===== config.mk =====
export PLATFORM = sky130hd
export DESIGN_NAME = phc_peak_hold_comparator
export DESIGN_NICKNAME = d
export VERILOG_FILES = /design/src/core/phc_pkg.sv /design/src/core/phc_sync.sv /design/src/core/phc_judge.sv /design/src/core/phc_peak_hold_comparator.sv
export SDC_FILE = /design/constraint.sdc
export NUM_CORES = 1
export LEC_CHECK = 0
export CAP_MARGIN = 25
export CORE_MARGIN = 2
export CORE_UTILIZATION = 52
export DETAILED_ROUTE_END_ITERATION = 7
export DONT_BUFFER_PORTS = 1
export GPL_ROUTABILITY_DRIVEN = 0
export PLACE_DENSITY = 0.67
export SLEW_MARGIN = 20
export SYNTH_ARGS = -nofsm -noshare
export SYNTH_HDL_FRONTEND = slang
export SYNTH_SLANG_ARGS = --single-unit

===== constraint.sdc =====
create_clock -name i_ref_clk -period 14.9 [get_ports i_ref_clk]
set_clock_uncertainty 0.05 [all_clocks]
set_input_delay 4.47 -clock i_ref_clk [delete_from_list [all_inputs] [get_ports i_ref_clk]]
set_output_delay 4.47 -clock i_ref_clk [all_outputs]
set_load 0.02 [all_outputs]

===== src/core/phc_pkg.sv =====
// Purpose: shared constants and types for the peak hold comparator
// Assumes: signed two's complement position counts
// Notes: none
`default_nettype none
package phc_pkg;
    localparam int PHC_W = 32;
    localparam int PHC_NSET = 4;
    localparam int PHC_SEL_W = 2;
    localparam logic [PHC_W-1:0] PHC_ZERO = 32'h00000000;
    typedef enum logic [1:0] {
        PHC_MODE_CUR,
        PHC_MODE_MAX,
        PHC_MODE_MIN,
        PHC_MODE_PP
    } phc_mode_t;
    typedef enum logic [1:0] {
        PHC_JUDGE_GO,
        PHC_JUDGE_UPPER_NG,
        PHC_JUDGE_LOWER_NG
    } phc_judge_t;
    typedef enum {
        PHC_ST_WAIT_REF,
        PHC_ST_MEASURE
    } phc_state_t;
endpackage : phc_pkg
`default_nettype wire


===== src/core/phc_sync.sv =====
// Purpose: two flip-flop synchroniser for one pin level
// Assumes: single clock domain on the output side
// Notes: first stage feeds only the second stage
`default_nettype none
module phc_sync (
    input wire logic i_ref_clk,
    input wire logic i_nrst,
    input wire logic i_d,
    output logic o_q
);
    logic meta_r;
    logic meta_nxt;
    logic q_r;
    logic q_nxt;

    always_comb begin
        meta_nxt = i_d;
        q_nxt = meta_r;
    end

    always_ff @(posedge i_ref_clk or negedge i_nrst) begin
        if (!i_nrst) begin
            meta_r <= 1'b0;
            q_r <= 1'b0;
        end else begin
            meta_r <= meta_nxt;
            q_r <= q_nxt;
        end
    end

    assign o_q = q_r;
endmodule : phc_sync
`default_nettype wire


===== src/core/phc_judge.sv =====
// Purpose: go/no-go comparator against one limit pair
// Assumes: signed values, limits inclusive
// Notes: purely combinational; caller registers the result
`default_nettype none
module phc_judge
    import phc_pkg::*;
(
    input wire logic signed [PHC_W-1:0] i_value,
    input wire logic signed [PHC_W-1:0] i_upper,
    input wire logic signed [PHC_W-1:0] i_lower,
    output phc_judge_t o_judge
);
    always_comb begin
        if (i_value > i_upper) begin
            o_judge = PHC_JUDGE_UPPER_NG;
        end else if (i_value < i_lower) begin
            o_judge = PHC_JUDGE_LOWER_NG;
        end else begin
            o_judge = PHC_JUDGE_GO;
        end
    end
endmodule : phc_judge
`default_nettype wire


===== src/core/phc_peak_hold_comparator.sv =====
// Purpose: current/max/min/peak-to-peak tracking with go/no-go judgment
// Assumes: position count and commands come from logic on i_ref_clk
// Notes: reset, start and reference pulses are pins and are synchronised
`default_nettype none
module phc_peak_hold_comparator
    import phc_pkg::*;
(
    input wire logic i_ref_clk,
    input wire logic i_nrst,
    input wire logic signed [PHC_W-1:0] i_count,
    input wire logic i_ref_use,
    input wire logic i_ref_pin,
    input wire logic i_reset_pin,
    input wire logic i_start_pin,
    input wire logic i_start_is_hold,
    input wire logic i_preset_pulse,
    input wire logic signed [PHC_W-1:0] i_preset_value,
    input wire logic i_offset_clear,
    input wire logic i_pause,
    input wire logic [1:0] i_mode,
    input wire logic [PHC_SEL_W-1:0] i_limit_sel,
    input wire logic i_limit_wr,
    input wire logic [PHC_SEL_W-1:0] i_limit_wr_idx,
    input wire logic signed [PHC_W-1:0] i_limit_upper,
    input wire logic signed [PHC_W-1:0] i_limit_lower,
    output logic o_measuring,
    output logic o_offset_valid,
    output logic signed [PHC_W-1:0] o_current,
    output logic signed [PHC_W-1:0] o_max,
    output logic signed [PHC_W-1:0] o_min,
    output logic signed [PHC_W-1:0] o_pp,
    output logic signed [PHC_W-1:0] o_value,
    output logic [1:0] o_judge,
    output logic o_hold_active
);
    ////////////////////////////////////////////////////////////////////
    // pin synchronisers and edge detect
    logic ref_s;
    logic reset_s;
    logic start_s;
    logic ref_d_r;
    logic reset_d_r;
    logic start_d_r;
    logic ref_rise;
    logic reset_rise;
    logic start_rise;

    phc_sync u_sync_ref (
        .i_ref_clk(i_ref_clk),
        .i_nrst(i_nrst),
        .i_d(i_ref_pin),
        .o_q(ref_s)
    );
    phc_sync u_sync_reset (
        .i_ref_clk(i_ref_clk),
        .i_nrst(i_nrst),
        .i_d(i_reset_pin),
        .o_q(reset_s)
    );
    phc_sync u_sync_start (
        .i_ref_clk(i_ref_clk),
        .i_nrst(i_nrst),
        .i_d(i_start_pin),
        .o_q(start_s)
    );

    always_ff @(posedge i_ref_clk or negedge i_nrst) begin
        if (!i_nrst) begin
            ref_d_r <= 1'b0;
            reset_d_r <= 1'b0;
            start_d_r <= 1'b0;
        end else begin
            ref_d_r <= ref_s;
            reset_d_r <= reset_s;
            start_d_r <= start_s;
        end
    end

    assign ref_rise = ref_s & ~ref_d_r;
    assign reset_rise = reset_s & ~reset_d_r;
    assign start_rise = start_s & ~start_d_r;

    ////////////////////////////////////////////////////////////////////
    // limit pair store
    logic signed [PHC_W-1:0] upper_r [PHC_NSET];
    logic signed [PHC_W-1:0] lower_r [PHC_NSET];

    genvar g;
    generate
        for (g = 0; g < PHC_NSET; g++) begin : g_lim
            logic signed [PHC_W-1:0] up_nxt;
            logic signed [PHC_W-1:0] lo_nxt;
            always_comb begin
                up_nxt = upper_r[g];
                lo_nxt = lower_r[g];
                if (i_limit_wr && (i_limit_wr_idx == PHC_SEL_W'(g))) begin
                    up_nxt = i_limit_upper;
                    lo_nxt = i_limit_lower;
                end
            end
            always_ff @(posedge i_ref_clk or negedge i_nrst) begin
                if (!i_nrst) begin
                    upper_r[g] <= PHC_ZERO;
                    lower_r[g] <= PHC_ZERO;
                end else begin
                    upper_r[g] <= up_nxt;
                    lower_r[g] <= lo_nxt;
                end
            end
        end
    endgenerate

    ////////////////////////////////////////////////////////////////////
    // measurement state
    phc_state_t state_r;
    phc_state_t state_nxt;
    logic offset_valid_r;
    logic offset_valid_nxt;
    logic setup_r;
    logic setup_nxt;
    logic signed [PHC_W-1:0] offset_r;
    logic signed [PHC_W-1:0] offset_nxt;
    logic signed [PHC_W-1:0] base_r;
    logic signed [PHC_W-1:0] base_nxt;
    logic signed [PHC_W-1:0] cur_r;
    logic signed [PHC_W-1:0] cur_nxt;
    logic signed [PHC_W-1:0] max_r;
    logic signed [PHC_W-1:0] max_nxt;
    logic signed [PHC_W-1:0] min_r;
    logic signed [PHC_W-1:0] min_nxt;
    logic tracking_r;
    logic tracking_nxt;
    logic signed [PHC_W-1:0] raw_cur;

    // current value is count relative to a base; base shifts on reset/preset/reference
    assign raw_cur = i_count - base_r;

    always_comb begin
        state_nxt = state_r;
        offset_valid_nxt = offset_valid_r;
        setup_nxt = setup_r;
        offset_nxt = offset_r;
        base_nxt = base_r;
        tracking_nxt = tracking_r;
        cur_nxt = (state_r == PHC_ST_MEASURE) ? raw_cur : PHC_ZERO;
        max_nxt = max_r;
        min_nxt = min_r;
        if (tracking_r && !i_pause && state_r == PHC_ST_MEASURE) begin
            if (cur_nxt > max_r) begin
                max_nxt = cur_nxt;
            end
            if (cur_nxt < min_r) begin
                min_nxt = cur_nxt;
            end
        end
        if (i_offset_clear) begin
            offset_valid_nxt = 1'b0;
        end
        if (reset_rise) begin
            base_nxt = i_count;
            cur_nxt = PHC_ZERO;
            max_nxt = PHC_ZERO;
            min_nxt = PHC_ZERO;
            tracking_nxt = 1'b0;
            setup_nxt = 1'b0;
            if (i_ref_use) begin
                state_nxt = PHC_ST_WAIT_REF;
            end
        end else if (state_r == PHC_ST_WAIT_REF) begin
            if (!i_ref_use) begin
                state_nxt = PHC_ST_MEASURE;
            end else if (ref_rise) begin
                state_nxt = PHC_ST_MEASURE;
                if (offset_valid_r) begin
                    base_nxt = i_count - offset_r;
                    cur_nxt = offset_r;
                end else begin
                    base_nxt = i_count;
                    setup_nxt = 1'b1;
                end
            end
        end else begin
            if (i_preset_pulse) begin
                base_nxt = i_count - i_preset_value;
                cur_nxt = i_preset_value;
                if (i_ref_use && setup_r) begin
                    // offset is the preset expressed at the reference position
                    offset_nxt = i_preset_value - raw_cur;
                    offset_valid_nxt = 1'b1;
                    setup_nxt = 1'b0;
                end
            end
            if (start_rise && !i_start_is_hold) begin
                tracking_nxt = 1'b1;
                max_nxt = cur_nxt;
                min_nxt = cur_nxt;
            end
        end
    end

    always_ff @(posedge i_ref_clk or negedge i_nrst) begin
        if (!i_nrst) begin
            state_r <= PHC_ST_WAIT_REF;
            offset_valid_r <= 1'b0;
            setup_r <= 1'b0;
            offset_r <= PHC_ZERO;
            base_r <= PHC_ZERO;
            cur_r <= PHC_ZERO;
            max_r <= PHC_ZERO;
            min_r <= PHC_ZERO;
            tracking_r <= 1'b0;
        end else begin
            state_r <= state_nxt;
            offset_valid_r <= offset_valid_nxt;
            setup_r <= setup_nxt;
            offset_r <= offset_nxt;
            base_r <= base_nxt;
            cur_r <= cur_nxt;
            max_r <= max_nxt;
            min_r <= min_nxt;
            tracking_r <= tracking_nxt;
        end
    end

    ////////////////////////////////////////////////////////////////////
    // reported value and judgment
    phc_mode_t mode;
    logic signed [PHC_W-1:0] pp;
    logic signed [PHC_W-1:0] sel_val;
    logic signed [PHC_W-1:0] value_r;
    logic signed [PHC_W-1:0] value_nxt;
    phc_judge_t judge;
    phc_judge_t judge_r;
    phc_judge_t judge_nxt;
    logic freeze;
    logic is_peak;

    assign mode = phc_mode_t'(i_mode);
    assign pp = max_r - min_r;
    assign is_peak = (mode != PHC_MODE_CUR);

    always_comb begin
        unique case (mode)
            PHC_MODE_CUR: sel_val = cur_r;
            PHC_MODE_MAX: sel_val = max_r;
            PHC_MODE_MIN: sel_val = min_r;
            PHC_MODE_PP: sel_val = pp;
        endcase
    end

    phc_judge u_judge (
        .i_value(sel_val),
        .i_upper(upper_r[i_limit_sel]),
        .i_lower(lower_r[i_limit_sel]),
        .o_judge(judge)
    );

    // latch acts on the held level; peak modes ignore it
    assign freeze = (i_start_is_hold && start_s && !is_peak)
        || (i_pause && is_peak);

    always_comb begin
        value_nxt = value_r;
        judge_nxt = judge_r;
        if (!freeze) begin
            value_nxt = sel_val;
            judge_nxt = judge;
        end
    end

    always_ff @(posedge i_ref_clk or negedge i_nrst) begin
        if (!i_nrst) begin
            value_r <= PHC_ZERO;
            judge_r <= PHC_JUDGE_GO;
        end else begin
            value_r <= value_nxt;
            judge_r <= judge_nxt;
        end
    end

    assign o_measuring = (state_r == PHC_ST_MEASURE);
    assign o_offset_valid = offset_valid_r;
    assign o_current = cur_r;
    assign o_max = max_r;
    assign o_min = min_r;
    assign o_pp = pp;
    assign o_value = value_r;
    assign o_judge = judge_r;
    assign o_hold_active = freeze;
endmodule : phc_peak_hold_comparator
`default_nettype wire


==> results by group, run 1 <==
Clock tree
  – CTS tree: done
  – Root Driver: clkbuf_16
  – Post-CTS Resized: 0
  – Clock Latency Late Sink: 0.62 ns
  – # clock sinks: 463
  – Reg clk slew, reported paths: approximately 0.06 ns
  – H-tree Lvls: 2
  – Num CTS Buffers: 54
  – Post CTS Setup Buffer Count: 0
  – Cts hold-fix bufs: 0
  – Clock buffer depth: 3

Timing
  – Final Hold Fails: 0
  – Max frequency: ~100 MHz
  – RSZ-0062 raised after global routing: no
  – Setup violators final: 0
  – Final cycle utilization of the critical path: roughly 67%
  – Normalized max-slew margin: around 27%
  – Setup_tns: 0 ns
  – Final critical-path required period: 9.97 ns
  – Pins Over Slew Limit: 0
  – Least-Margin Pin Slew: 1.09 ns

Global route
  – Largest net degree at the start of global routing: between 400 and 500
  – First-pass GRT wire length: around 150 mm
  – Total grt overflow: 0
  – Initial antenna violation count: 1
  – Vias in the first global route: 26000
  – All-Layer GR Usage: 30.5%

Synthesis
  – Synth top area share: 35.8%
  – Yosys warning total: 0
  – Post-Syn Area: between 0.03 and 0.04 sq mm
  – Async SR Flop Fraction: 100%
  – Yosys cell types: 89
  – Most common cell in the netlist: dfrtp_1
  – Commonest cells post-synth: dfrtp_1, inv_1, ha_1, mux2_2, nand2_1
  – Number of flops mapped to enable cells by yosys: 0
  – Flops & latches, synth: between 400 and 500
  – Top_reg_cell synth: dfrtp_1
  – Post-synth top area cell: dfrtp_1
  – Syn_nets: 3624
  – Register area share after synthesis: approximately 36%
  – Cells after Synth: approximately 3200
  – Post-Syn Area per Cell: approximately 10 sq um
  – Ranking of synthesized cells by area: dfrtp_1, ha_1, mux2_2

Floorplan
  – DIE WIDTH: between 200 and 300 um
  – Die height: approximately 250 um
  – Rows: 91
  – Die area: 0.0642 sq mm
  – Core Region: slightly above 0.06 sq mm
  – I/O pins: 310
  – Initial core utilization: between 50% and 60%

Job
  – Max cap viols: 0

Drt
  – Remaining DRCs: 0
  – Initial DRC Count: slightly above 2000
  – Wire length per cell: between 20 and 25 um
  – Via count: 25325
  – ANT nets after route: 0
  – Routed WL: between 90 and 100 mm
  – Vias per Instance: about 6.3
  – DR pass1 iterations: 5

Power
  – Power Dens Cells: about 200 mW/mm^2
  – Worst vdd ir: ~110 uV
  – P_leak: roughly 16 nW
  – PnR Total Power: 6.82 mW

Worst hold path
  – Hold depth: 0
  – HP Class: reg2reg

Setup path
  – R2r setup slk: 8.35 ns
  – Worst Setup End Kind: output port
  – Maximum fanout along the worst path: 36
  – Worst Reg-to-Reg Cells: 25
  – Worst path required time: approximately 10 ns
  – Arr. time, crit path: 5.45 ns
  – Critical Path Start Type: input pin
  – CP Class: in2out

Final layout
  – Share of cells above drive strength 1: 16.8%
  – FILL cells: approximately 5200
  – Layout Area Growth over Synthesis: 8.05%
  – Fin util: 56.7%
  – Total Nets Final: 3567
  – Antenna fix cells: 0

Place
  – IO buf count: 0
  – Post-DP HPWL: 73.9 mm

Status
  – Outcome: finished clean
[cells in the final DEF (no fill, tap or decap), drive strengths merged, types with 13 or more instances in the layout]
cell type	count
o21a	45
o31a	14
nand2	229
dfrtp	463
a31oi	19
ha	277
nor3	60
and2	21
clkinv	19
nand4	25
a221oi	13
xor2	44
a22o	23
buf	24
o211ai	26
nand3	36
clkbuf	69
a311oi	38
a211oi	35
o21ai	190
mux2i	46
o21bai	14
a21oi	194
or3	17
and3	19
nor2b	32
mux2	278
a21o	95
nor2	131
nand2b	36
mux4	95
o31ai	24
xnor2	83
inv	295
[logic make-up after synthesis]
kind of cell	after synthesis	synth area share, %
buffers and inverters	431	5.20
multiplexers	419	17.8
AO/OA/AOI/OAI	828	17.1
adder cells (fa/ha/maj)	285	11.1
XOR/XNOR	127	3.44
flip-flops	463	35.8
AND/OR/NAND/NOR	644	9.46
[final cells by class]
class / count / area (sq um) / area share [%]
clock inverter: 30 / 390 / 1.12
clock buffer: 69 / 1490 / 4.26
tap: 837 / 1050 / 3.00
timing repair buffer: 24 / 200 / 0.573
multi-input combinational: 2303 / 19100 / 54.7
sequential: 463 / 11600 / 33.2
inverter: 294 / 1100 / 3.16
[where the power goes]
part	total [mW]	leakage, nW	internal [mW]	switching (mW)
Sequential	2.00	5.64	1.56	0.440
Clock	1.39	0.924	0.831	0.561
Combinational	3.43	9.37	1.39	2.04
[worst max-delay path, stage by stage]
cell and delay [ns]:
o21ai_0 0.17, o31a_1 0.16, buf_4 0.36, inv_1 0.23
[final timing paths]
path                                              from                       end
min reg2reg                u_sync_ref.meta_r$_DFF_PN0_  u_sync_ref.o_q$_DFF_PN0_
max                                          i_mode[0]             o_hold_active
max reg2reg                         o_min[0]$_DFF_PN0_    o_judge[1]$_DFFE_PN0N_
min                        u_sync_ref.meta_r$_DFF_PN0_  u_sync_ref.o_q$_DFF_PN0_
min in group asynchronous                       i_nrst   lower_r[68]$_DFFE_PN0P_
max in group asynchronous                       i_nrst   upper_r[26]$_DFFE_PN0P_
[metal layers]
metal	global-route usage, %	up-vias	routed length, um
met5	0	-	0
met4	14.3	0	4900
met3	7.01	220	7770
met2	50.8	912	46500
met1	37.3	12627	39400
li1	-	11566	-
[flip-flops by register name, indices dropped and copies added, names as in the netlist, 2 cells and up]
name	count
offset_r	32
o_current	32
base_r	32
o_value	32
o_judge	2
o_min	32
o_max	32
upper_r	128
lower_r	128
[stage by stage]
stage / setup slack [ns] / hold slack [ns] / std cells / cell area, sq um
final: 4.93 / 0.298 / 4020 / 34900
after CTS: 4.97 / 0.300 / 4020 / 34900
after detailed placement: 4.80 / 0.287 / 3921 / 33000
after global placement: 4.71 / 0.285 / 3920 / 33000
after global routing: 4.83 / 0.304 / 4020 / 34900
after floorplan: 4.77 / 0.281 / 3197 / 32300
No activity file was read; power rests on OpenSTA's default activity.
==> run 2: changes to the inputs <==
==> constraint.sdc (replaced) <==
create_clock -name i_ref_clk -period 9.36 [get_ports i_ref_clk]
set_clock_uncertainty 0.05 [all_clocks]
set_input_delay 2.808 -clock i_ref_clk [delete_from_list [all_inputs] [get_ports i_ref_clk]]
set_output_delay 2.808 -clock i_ref_clk [all_outputs]
set_load 0.02 [all_outputs]
==> run 2 against run 1 <==
Sequential share of layout area about the same; combinational power up 59%; clock-buffer cell count up 5; critical path depth up 18; via count about the same; worst hold slack better by 0.0025 ns; non-clock buffer count down 3; sequential cell count unchanged; critical path type is now in2reg; largest power group unchanged; highest routed layer unchanged; die area unchanged; first-iteration DRC count up 7.8%; power up 59%; clock power up 62%.
==> results by group, run 2 (synthesis results as in run 1) <==
Status
  – Outcome: finished clean

Final layout
  – Top flop regs: lower_r: 128 flops, upper_r: 128 flops
  – Antenna fix cells: 0 (unchanged)
  – Share of cells above drive strength 1: 16.7% (-0.13 points)
  – Commonest non-fill, non-tap cells in the layout: dfrtp_1, inv_1, mux2_2, ha_1, nand2_1
  – Commonest non-fill, non-tap cell in the layout: dfrtp_1
  – FILL cells: 5143 (-0.83%)
  – Finished Layout Cells: 4014 (-0.15%)
  – Layout Area Growth over Synthesis: 7.95% (about the same)
  – Total Nets Final: 3563 (-0.11%)

Floorplan
  – Initial core utilization: 52.5% (unchanged)
  – I/O pins: 310 (unchanged)
  – Die area: 0.0642 sq mm (unchanged)
  – Die height: 253 um (unchanged)
  – Core Region: 0.0616 sq mm (unchanged)
  – Rows: 91 (unchanged)
  – DIE WIDTH: 253 um (unchanged)

Power
  – Cell internal pwr: 6.06 mW (+60%)
  – Reg power frac: 29.2% (about the same)
  – Worst vdd ir: 147 uV (+39%)
  – PnR Total Power: 10.9 mW (+59%)
  – Switching Share: 44.2% (-0.35 points)
  – Power Dens Cells: 311 mW/mm^2 (+59%)
  – P_leak: 15.9 nW (about the same)
  – Power share of the combinational group: 50.1% (-0.2 points)
  – Clk pwr share: 20.7% (+0.3 points)
  – Psw: 4.80 mW (+58%)

Place
  – Post-DP HPWL: 72.9 mm (-1.4%)
  – Dpl cells: 3918 (-0.077%)
  – IO buf count: 0 (unchanged)

Job
  – Max cap viols: 0 (unchanged)

Clock tree
  – H-tree Lvls: 2 (unchanged)
  – Post CTS Setup Buffer Count: 0 (unchanged)
  – Post-CTS Resized: 0 (unchanged)
  – CTS tree: done
  – Root Driver: clkbuf_16
  – Reg clk slew, reported paths: 0.06 ns (about the same)
  – Clock Latency Late Sink: 0.62 ns (about the same)
  – Clock buffer depth: 3 (unchanged)
  – Cts hold-fix bufs: 0 (unchanged)
  – Num CTS Buffers: 53 (-1.9%)
  – # clock sinks: 463 (unchanged)

Timing
  – Final cycle utilization of the critical path: 85.6%
  – Normalized max-slew margin: 21.6% (-5.8 points)
  – Final Hold Fails: 0 (unchanged)
  – Least-Margin Pin Slew: 1.18 ns (+0.0877 ns)
  – Final critical-path required period: about 8.0 ns
  – Setup violators final: 0 (unchanged)
  – Setup_tns: 0 ns (unchanged)
  – Pins Over Slew Limit: 0 (unchanged)
  – Max frequency: ~120 MHz
  – RSZ-0062 raised after global routing: no
  – Hold WS: 0.300 ns (+0.00251 ns)

Setup path
  – Maximum fanout along the worst path: 33 (-8.3%)
  – CP startpoint: i_count[0]
  – Critical Path Start Type: input pin
  – Worst r2r src: o_max[0]$_DFF_PN0_
  – Worst Setup End Kind: flop
  – CP Class: in2reg
  – Worst path required time: 9.81 ns (-0.57 ns)
  – Arr. time, crit path: 8.46 ns (+3.01 ns)

Global route
  – Vias in the first global route: 25514 (-1.9%)
  – GR Layer Usage met3: 6.98% (-0.031 points)
  – Largest net degree at the start of global routing: 464 (unchanged)
  – All-Layer GR Usage: 30.2% (-0.28 points)
  – First-pass GRT wire length: 149 mm (-1.2%)
  – Grt met1 use: 37.3% (-0.043 points)
  – Total grt overflow: 0 (unchanged)
  – GR peak layer: met2
  – Met2 GRT Util: 50.5% (-0.32 points)
  – Initial antenna violation count: 0 (-1)

Drt
  – ANT nets after route: 0 (unchanged)
  – Routed WL: 97.7 mm (-0.92%)
  – Via count: 25314 (-0.043%)
  – Wire length per cell: 24.3 um (-0.77%)
  – Remaining DRCs: 0 (unchanged)
  – Initial DRC Count: 2195 (+7.8%)
  – DR pass1 iterations: 5 (unchanged)
  – Vias per Instance: 6.31 (+0.11%)

Worst hold path
  – Hold Path Origin: u_sync_ref.meta_r$_DFF_PN0_
  – HP Class: reg2reg
[run 2: cell count changes in the layout (fill, tap and decap cells not counted), sizes merged]
cell / delta
clkinv: -8
inv: +2
clkbuf: +5
bufinv: +1
clkinvlp: -3
buf: -3
[run 2: layer usage]
layer | vias to the layer above | part of all wire (%)
met5 | - | 0
met4 | 0 | 4.8
li1 | 11557 | -
met1 | 12629 | 40
met3 | 210 | 8.3
met2 | 918 | 47
[run 2: final timing paths]
path	cells past startpoint	end	slack (ns)
hold / removal	0	u_sync_ref.o_q$_DFF_PN0_	0.30
max in group asynchronous	0	offset_r[30]$_DFFE_PN0P_	6.47
setup / recovery	22	o_max[25]$_DFF_PN0_	1.34
hold reg to reg	0	u_sync_ref.o_q$_DFF_PN0_	0.30
setup reg to reg	26	o_judge[1]$_DFFE_PN0N_	3.03
min in group asynchronous	0	lower_r[68]$_DFFE_PN0P_	1.84
[run 2: power by group through the flow]
stage / sequential [mW] / clock, mW / combinational (mW)
2_1_floorplan: 2.97 / 0 / 4.12
3_5_place_dp: 3.19 / 0 / 5.33
6_report: 3.17 / 2.25 / 5.44
5_1_grt: 3.22 / 2.37 / 5.95
3_3_place_gp: 3.16 / 0 / 5.15
4_1_cts: 3.16 / 2.29 / 5.36
[run 2: worst max-delay path: stages]
cell and delay [ns]:
inv_1 0.10, ha_1 0.19, inv_1 0.05, fa_1 0.42, a211oi_1 0.31, o21ai_1 0.19
nand4_1 0.12, a31o_1 0.26, a221oi_1 0.20, o211a_1 0.29, a221oi_1 0.33, xor2_1 0.37
nor2_1 0.18, ha_1 0.33, nand4_1 0.10, nor2_1 0.17, nand3_1 0.14, or4_1 0.44
o311a_1 0.31, mux2_4 0.50, a21o_1 0.30, a221oi_1 0.34
[run 2: area by class of cell]
type	instances	area, sq um	area share (%)
Multi-Input combinational cell	2303	19100	54.8
Sequential cell	463	11600	33.2
Clock buffer	74	1550	4.43
Inverter	294	1100	3.16
Tap cell	837	1050	3.00
Clock inverter	22	344	0.986
Timing Repair Buffer	21	158	0.452
[run 2: through the flow]
step / cell area [sq um] / utilization (%) / worst slack (ns)
after floorplan: 32300 / - / 1.86
after detailed placement: 33000 / 53.6 / 0.836
after global routing: 34900 / 56.6 / 0.963
final: 34900 / 56.6 / 1.34
after CTS: 34900 / 56.6 / 1.47
after global placement: 33000 / 53.6 / 1.01
==> run 3: changes to the inputs <==
--- a/config.mk
+++ b/config.mk
@@ -8,6 +8,7 @@
 export CAP_MARGIN = 25
 export CORE_MARGIN = 2
 export CORE_UTILIZATION = 52
+export CTS_BUF_LIST = sky130_fd_sc_hd__clkbuf_8
 export DETAILED_ROUTE_END_ITERATION = 7
 export DONT_BUFFER_PORTS = 1
 export GPL_ROUTABILITY_DRIVEN = 0
==> run 3 against run 2 <==
Die area unchanged; global-route usage up 0.13 points; wire length up 0.23%; via count up 0.69%; setup slack better by 0.086 ns; highest routed layer unchanged; clock-buffer cell count up 28; core utilization down 0.15 points; combinational power about the same; sequential power about the same; design area down 0.27%.
==> results by group, run 3 (synthesis results as in run 1) <==
Status
  – Outcome: finished clean

Clock tree
  – Post CTS Setup Buffer Count: 0 (unchanged)
  – H-tree Lvls: 3 (+1)
  – Post-CTS Resized: 0 (unchanged)
  – Num CTS Buffers: 84 (+58%)
  – CTS tree: done
  – Reg clk slew, reported paths: 0.06 ns (about the same)
  – Cts hold-fix bufs: 0 (unchanged)
  – Clock buffer depth: 3 (unchanged)
  – Clock Latency Late Sink: 0.70 ns (+0.08 ns)
  – Root Driver: clkbuf_8
  – # clock sinks: 463 (unchanged)

Floorplan
  – Core Region: 0.0616 sq mm (unchanged)
  – DIE WIDTH: 253 um (unchanged)
  – Die area: 0.0642 sq mm (unchanged)
  – Die height: 253 um (unchanged)
  – Initial core utilization: 52.5% (unchanged)
  – I/O pins: 310 (unchanged)
  – Rows: 91 (unchanged)

Setup path
  – Maximum fanout along the worst path: 33 (unchanged)
  – CP Buf/Inv Count: 2 (unchanged)
  – Cell repeated most along the worst path: a221oi_1
  – Slowest-stage cell, CP: mux2_4
  – CP Class: in2reg
  – Worst Setup End Kind: flop
  – Cells along the critical path: inv_1, ha_1, inv_1, fa_1, a211oi_1, o21ai_1, nand4_1, a31o_1, a221oi_1, o211a_1, a221oi_1, xor2_1, nor2_1, ha_1, nand4_1, nor2_1, nand3_1, or4_1, o311a_1, mux2_4, a21o_1, a221oi_1
  – Worst Reg-to-Reg Cells: 26 (unchanged)
  – Critical Path Start Type: input pin
  – Crit-path max cell delay: 0.50 ns (about the same)
  – Arr. time, crit path: 8.45 ns (about the same)
  – Crit path max-delay family: compound AO/OA/AOI/OAI gates
  – Worst path required time: 9.88 ns (+0.07 ns)
  – Worst path depth: 22 (unchanged)

Drt
  – Remaining DRCs: 0 (unchanged)
  – Wire length per cell: 24.0 um (-1.2%)
  – Initial DRC Count: 2078 (-5.3%)
  – Via count: 25488 (+0.69%)
  – DR pass1 iterations: 5 (unchanged)
  – Routed WL: 97.9 mm (+0.23%)
  – Vias per Instance: 6.26 (-0.70%)
  – ANT nets after route: 0 (unchanged)

Place
  – IO buf count: 0 (unchanged)
  – Post-DP HPWL: 72.9 mm (unchanged)
  – Dpl cells: 3918 (unchanged)
  – DP Worst Slack: 0.836 ns (unchanged)

Global route
  – Total grt overflow: 0 (unchanged)
  – Vias in the first global route: 25753 (+0.94%)
  – First-pass GRT wire length: 150 mm (+0.19%)
  – Largest net degree at the start of global routing: 464 (unchanged)
  – All-Layer GR Usage: 30.3% (+0.13 points)
  – Initial antenna violation count: 1 (+1)

Timing
  – Final Hold Fails: 0 (unchanged)
  – Final cycle utilization of the critical path: 84.7% (-0.92 points)
  – Final critical-path required period: 7.93 ns (-0.0859 ns)
  – Pins Over Slew Limit: 0 (unchanged)
  – Normalized max-slew margin: 26.9% (+5.4 points)
  – Setup_tns: 0 ns (unchanged)
  – Least-Margin Pin Slew: 1.10 ns (-0.0805 ns)
  – Setup violators final: 0 (unchanged)
  – Final worst setup slack: 1.43 ns (+0.0859 ns)
  – Max frequency: 126 MHz (+1.1%)
  – RSZ-0062 raised after global routing: no

Power
  – Power share of the combinational group: 51.0% (+0.9 points)
  – Power Dens Cells: 306 mW/mm^2 (-1.7%)
  – P_leak: 16.0 nW (+0.50%)
  – Psw: 4.83 mW (+0.48%)
  – Clk pwr share: 19.2% (-1.5 points)
  – Reg power frac: 29.8% (+0.6 points)
  – Switching Share: 45.3% (+1.1 points)
  – Worst vdd ir: 122 uV (-16%)
  – Cell internal pwr: 5.82 mW (-3.9%)

Worst hold path
  – HP Class: reg2reg
  – Hold depth: 0 (unchanged)

Final layout
  – Commonest non-fill, non-tap cell in the layout: dfrtp_1
  – Commonest non-fill, non-tap cells in the layout: dfrtp_1, inv_1, mux2_2, ha_1, nand2_1
  – Total Nets Final: 3594 (+0.87%)
  – Top flop regs: lower_r: 128 flops, upper_r: 128 flops
  – Layout Area Growth over Synthesis: 7.66%
  – Finished Layout Cells: 4070 (+1.4%)
  – Share of cells above drive strength 1: 17.5% (+0.80 points)

Job
  – Max cap viols: 0 (unchanged)
run 3: cell count changes in the layout (fill, tap and decap cells not counted):
cell / delta
clkbuf_1: -7
clkinv_2: -1
bufinv_16: -3
clkbuf_8: +88
clkbuf_16: -53
diode_2: +1
inv_8: +1
inv_1: +27
clkinv_8: +1
inv_12: +1
inv_16: -1
clkinvlp_4: +2
run 3: worst paths after layout:
kind                                             start                  endpoint  slack (ns)
max in group asynchronous                       i_nrst   upper_r[25]$_DFFE_PN0P_        6.87
setup / recovery                            i_count[0]       o_max[25]$_DFF_PN0_        1.43
setup reg to reg                    o_max[0]$_DFF_PN0_    o_judge[1]$_DFFE_PN0N_        2.99
hold reg to reg            u_sync_ref.meta_r$_DFF_PN0_  u_sync_ref.o_q$_DFF_PN0_        0.30
min in group asynchronous                       i_nrst   lower_r[68]$_DFFE_PN0P_        1.77
hold / removal             u_sync_ref.meta_r$_DFF_PN0_  u_sync_ref.o_q$_DFF_PN0_        0.30
run 3: per-layer routing:
layer	share of wire, %	GRT usage [%]	vias to the layer above	wire length (um)
met1	40	36.8	12643	38900
li1	-	-	11644	-
met3	8.3	8.12	229	8150
met4	4.7	13.3	0	4600
met5	0	0	-	0
met2	47	50.5	972	46200
run 3: metrics by stage:
| step | total power, mW | hold WS [ns] | utilization [%] | area [sq um] |
|---|---|---|---|---|
| finish | 10.6 | 0.296 | 56.5 | 34800 |
| global route | 11.3 | 0.311 | 56.5 | 34800 |
| CTS | 10.6 | 0.300 | 56.5 | 34800 |
| detailed placement | 8.53 | 0.288 | 53.6 | 33000 |
| global placement | 8.31 | 0.286 | 53.6 | 33000 |
| floorplan | 7.09 | 0.281 | - | 32300 |
run 3: cell type report:
cell class,count,area [sq um]
Timing Repair Buffer,21,158
Sequential cell,463,11600
Clock buffer,102,1400
Inverter,294,1100
Multi-Input combinational cell,2303,19100
Fill cell,5186,26800
Clock inverter,49,389
Tap cell,837,1050
Antenna cell,1,2.50
run 3: power groups by stage:
stage | clock [mW] | combinational, mW | sequential, mW
2_1_floorplan | 0 | 4.12 | 2.97
3_3_place_gp | 0 | 5.15 | 3.16
3_5_place_dp | 0 | 5.33 | 3.19
4_1_cts | 2.08 | 5.36 | 3.16
5_1_grt | 2.17 | 5.95 | 3.22
6_report | 2.04 | 5.43 | 3.17
run 3: worst register-to-register path: cells and delay by family (launching register included):
family	cells	cell delay, ns
compound gates	16	3.49
flops	1	0.49
xor+xnor	2	0.47
buf+inv	2	0.16
fa+ha+maj	3	0.80
mux	1	0.64
simple gates	2	0.17
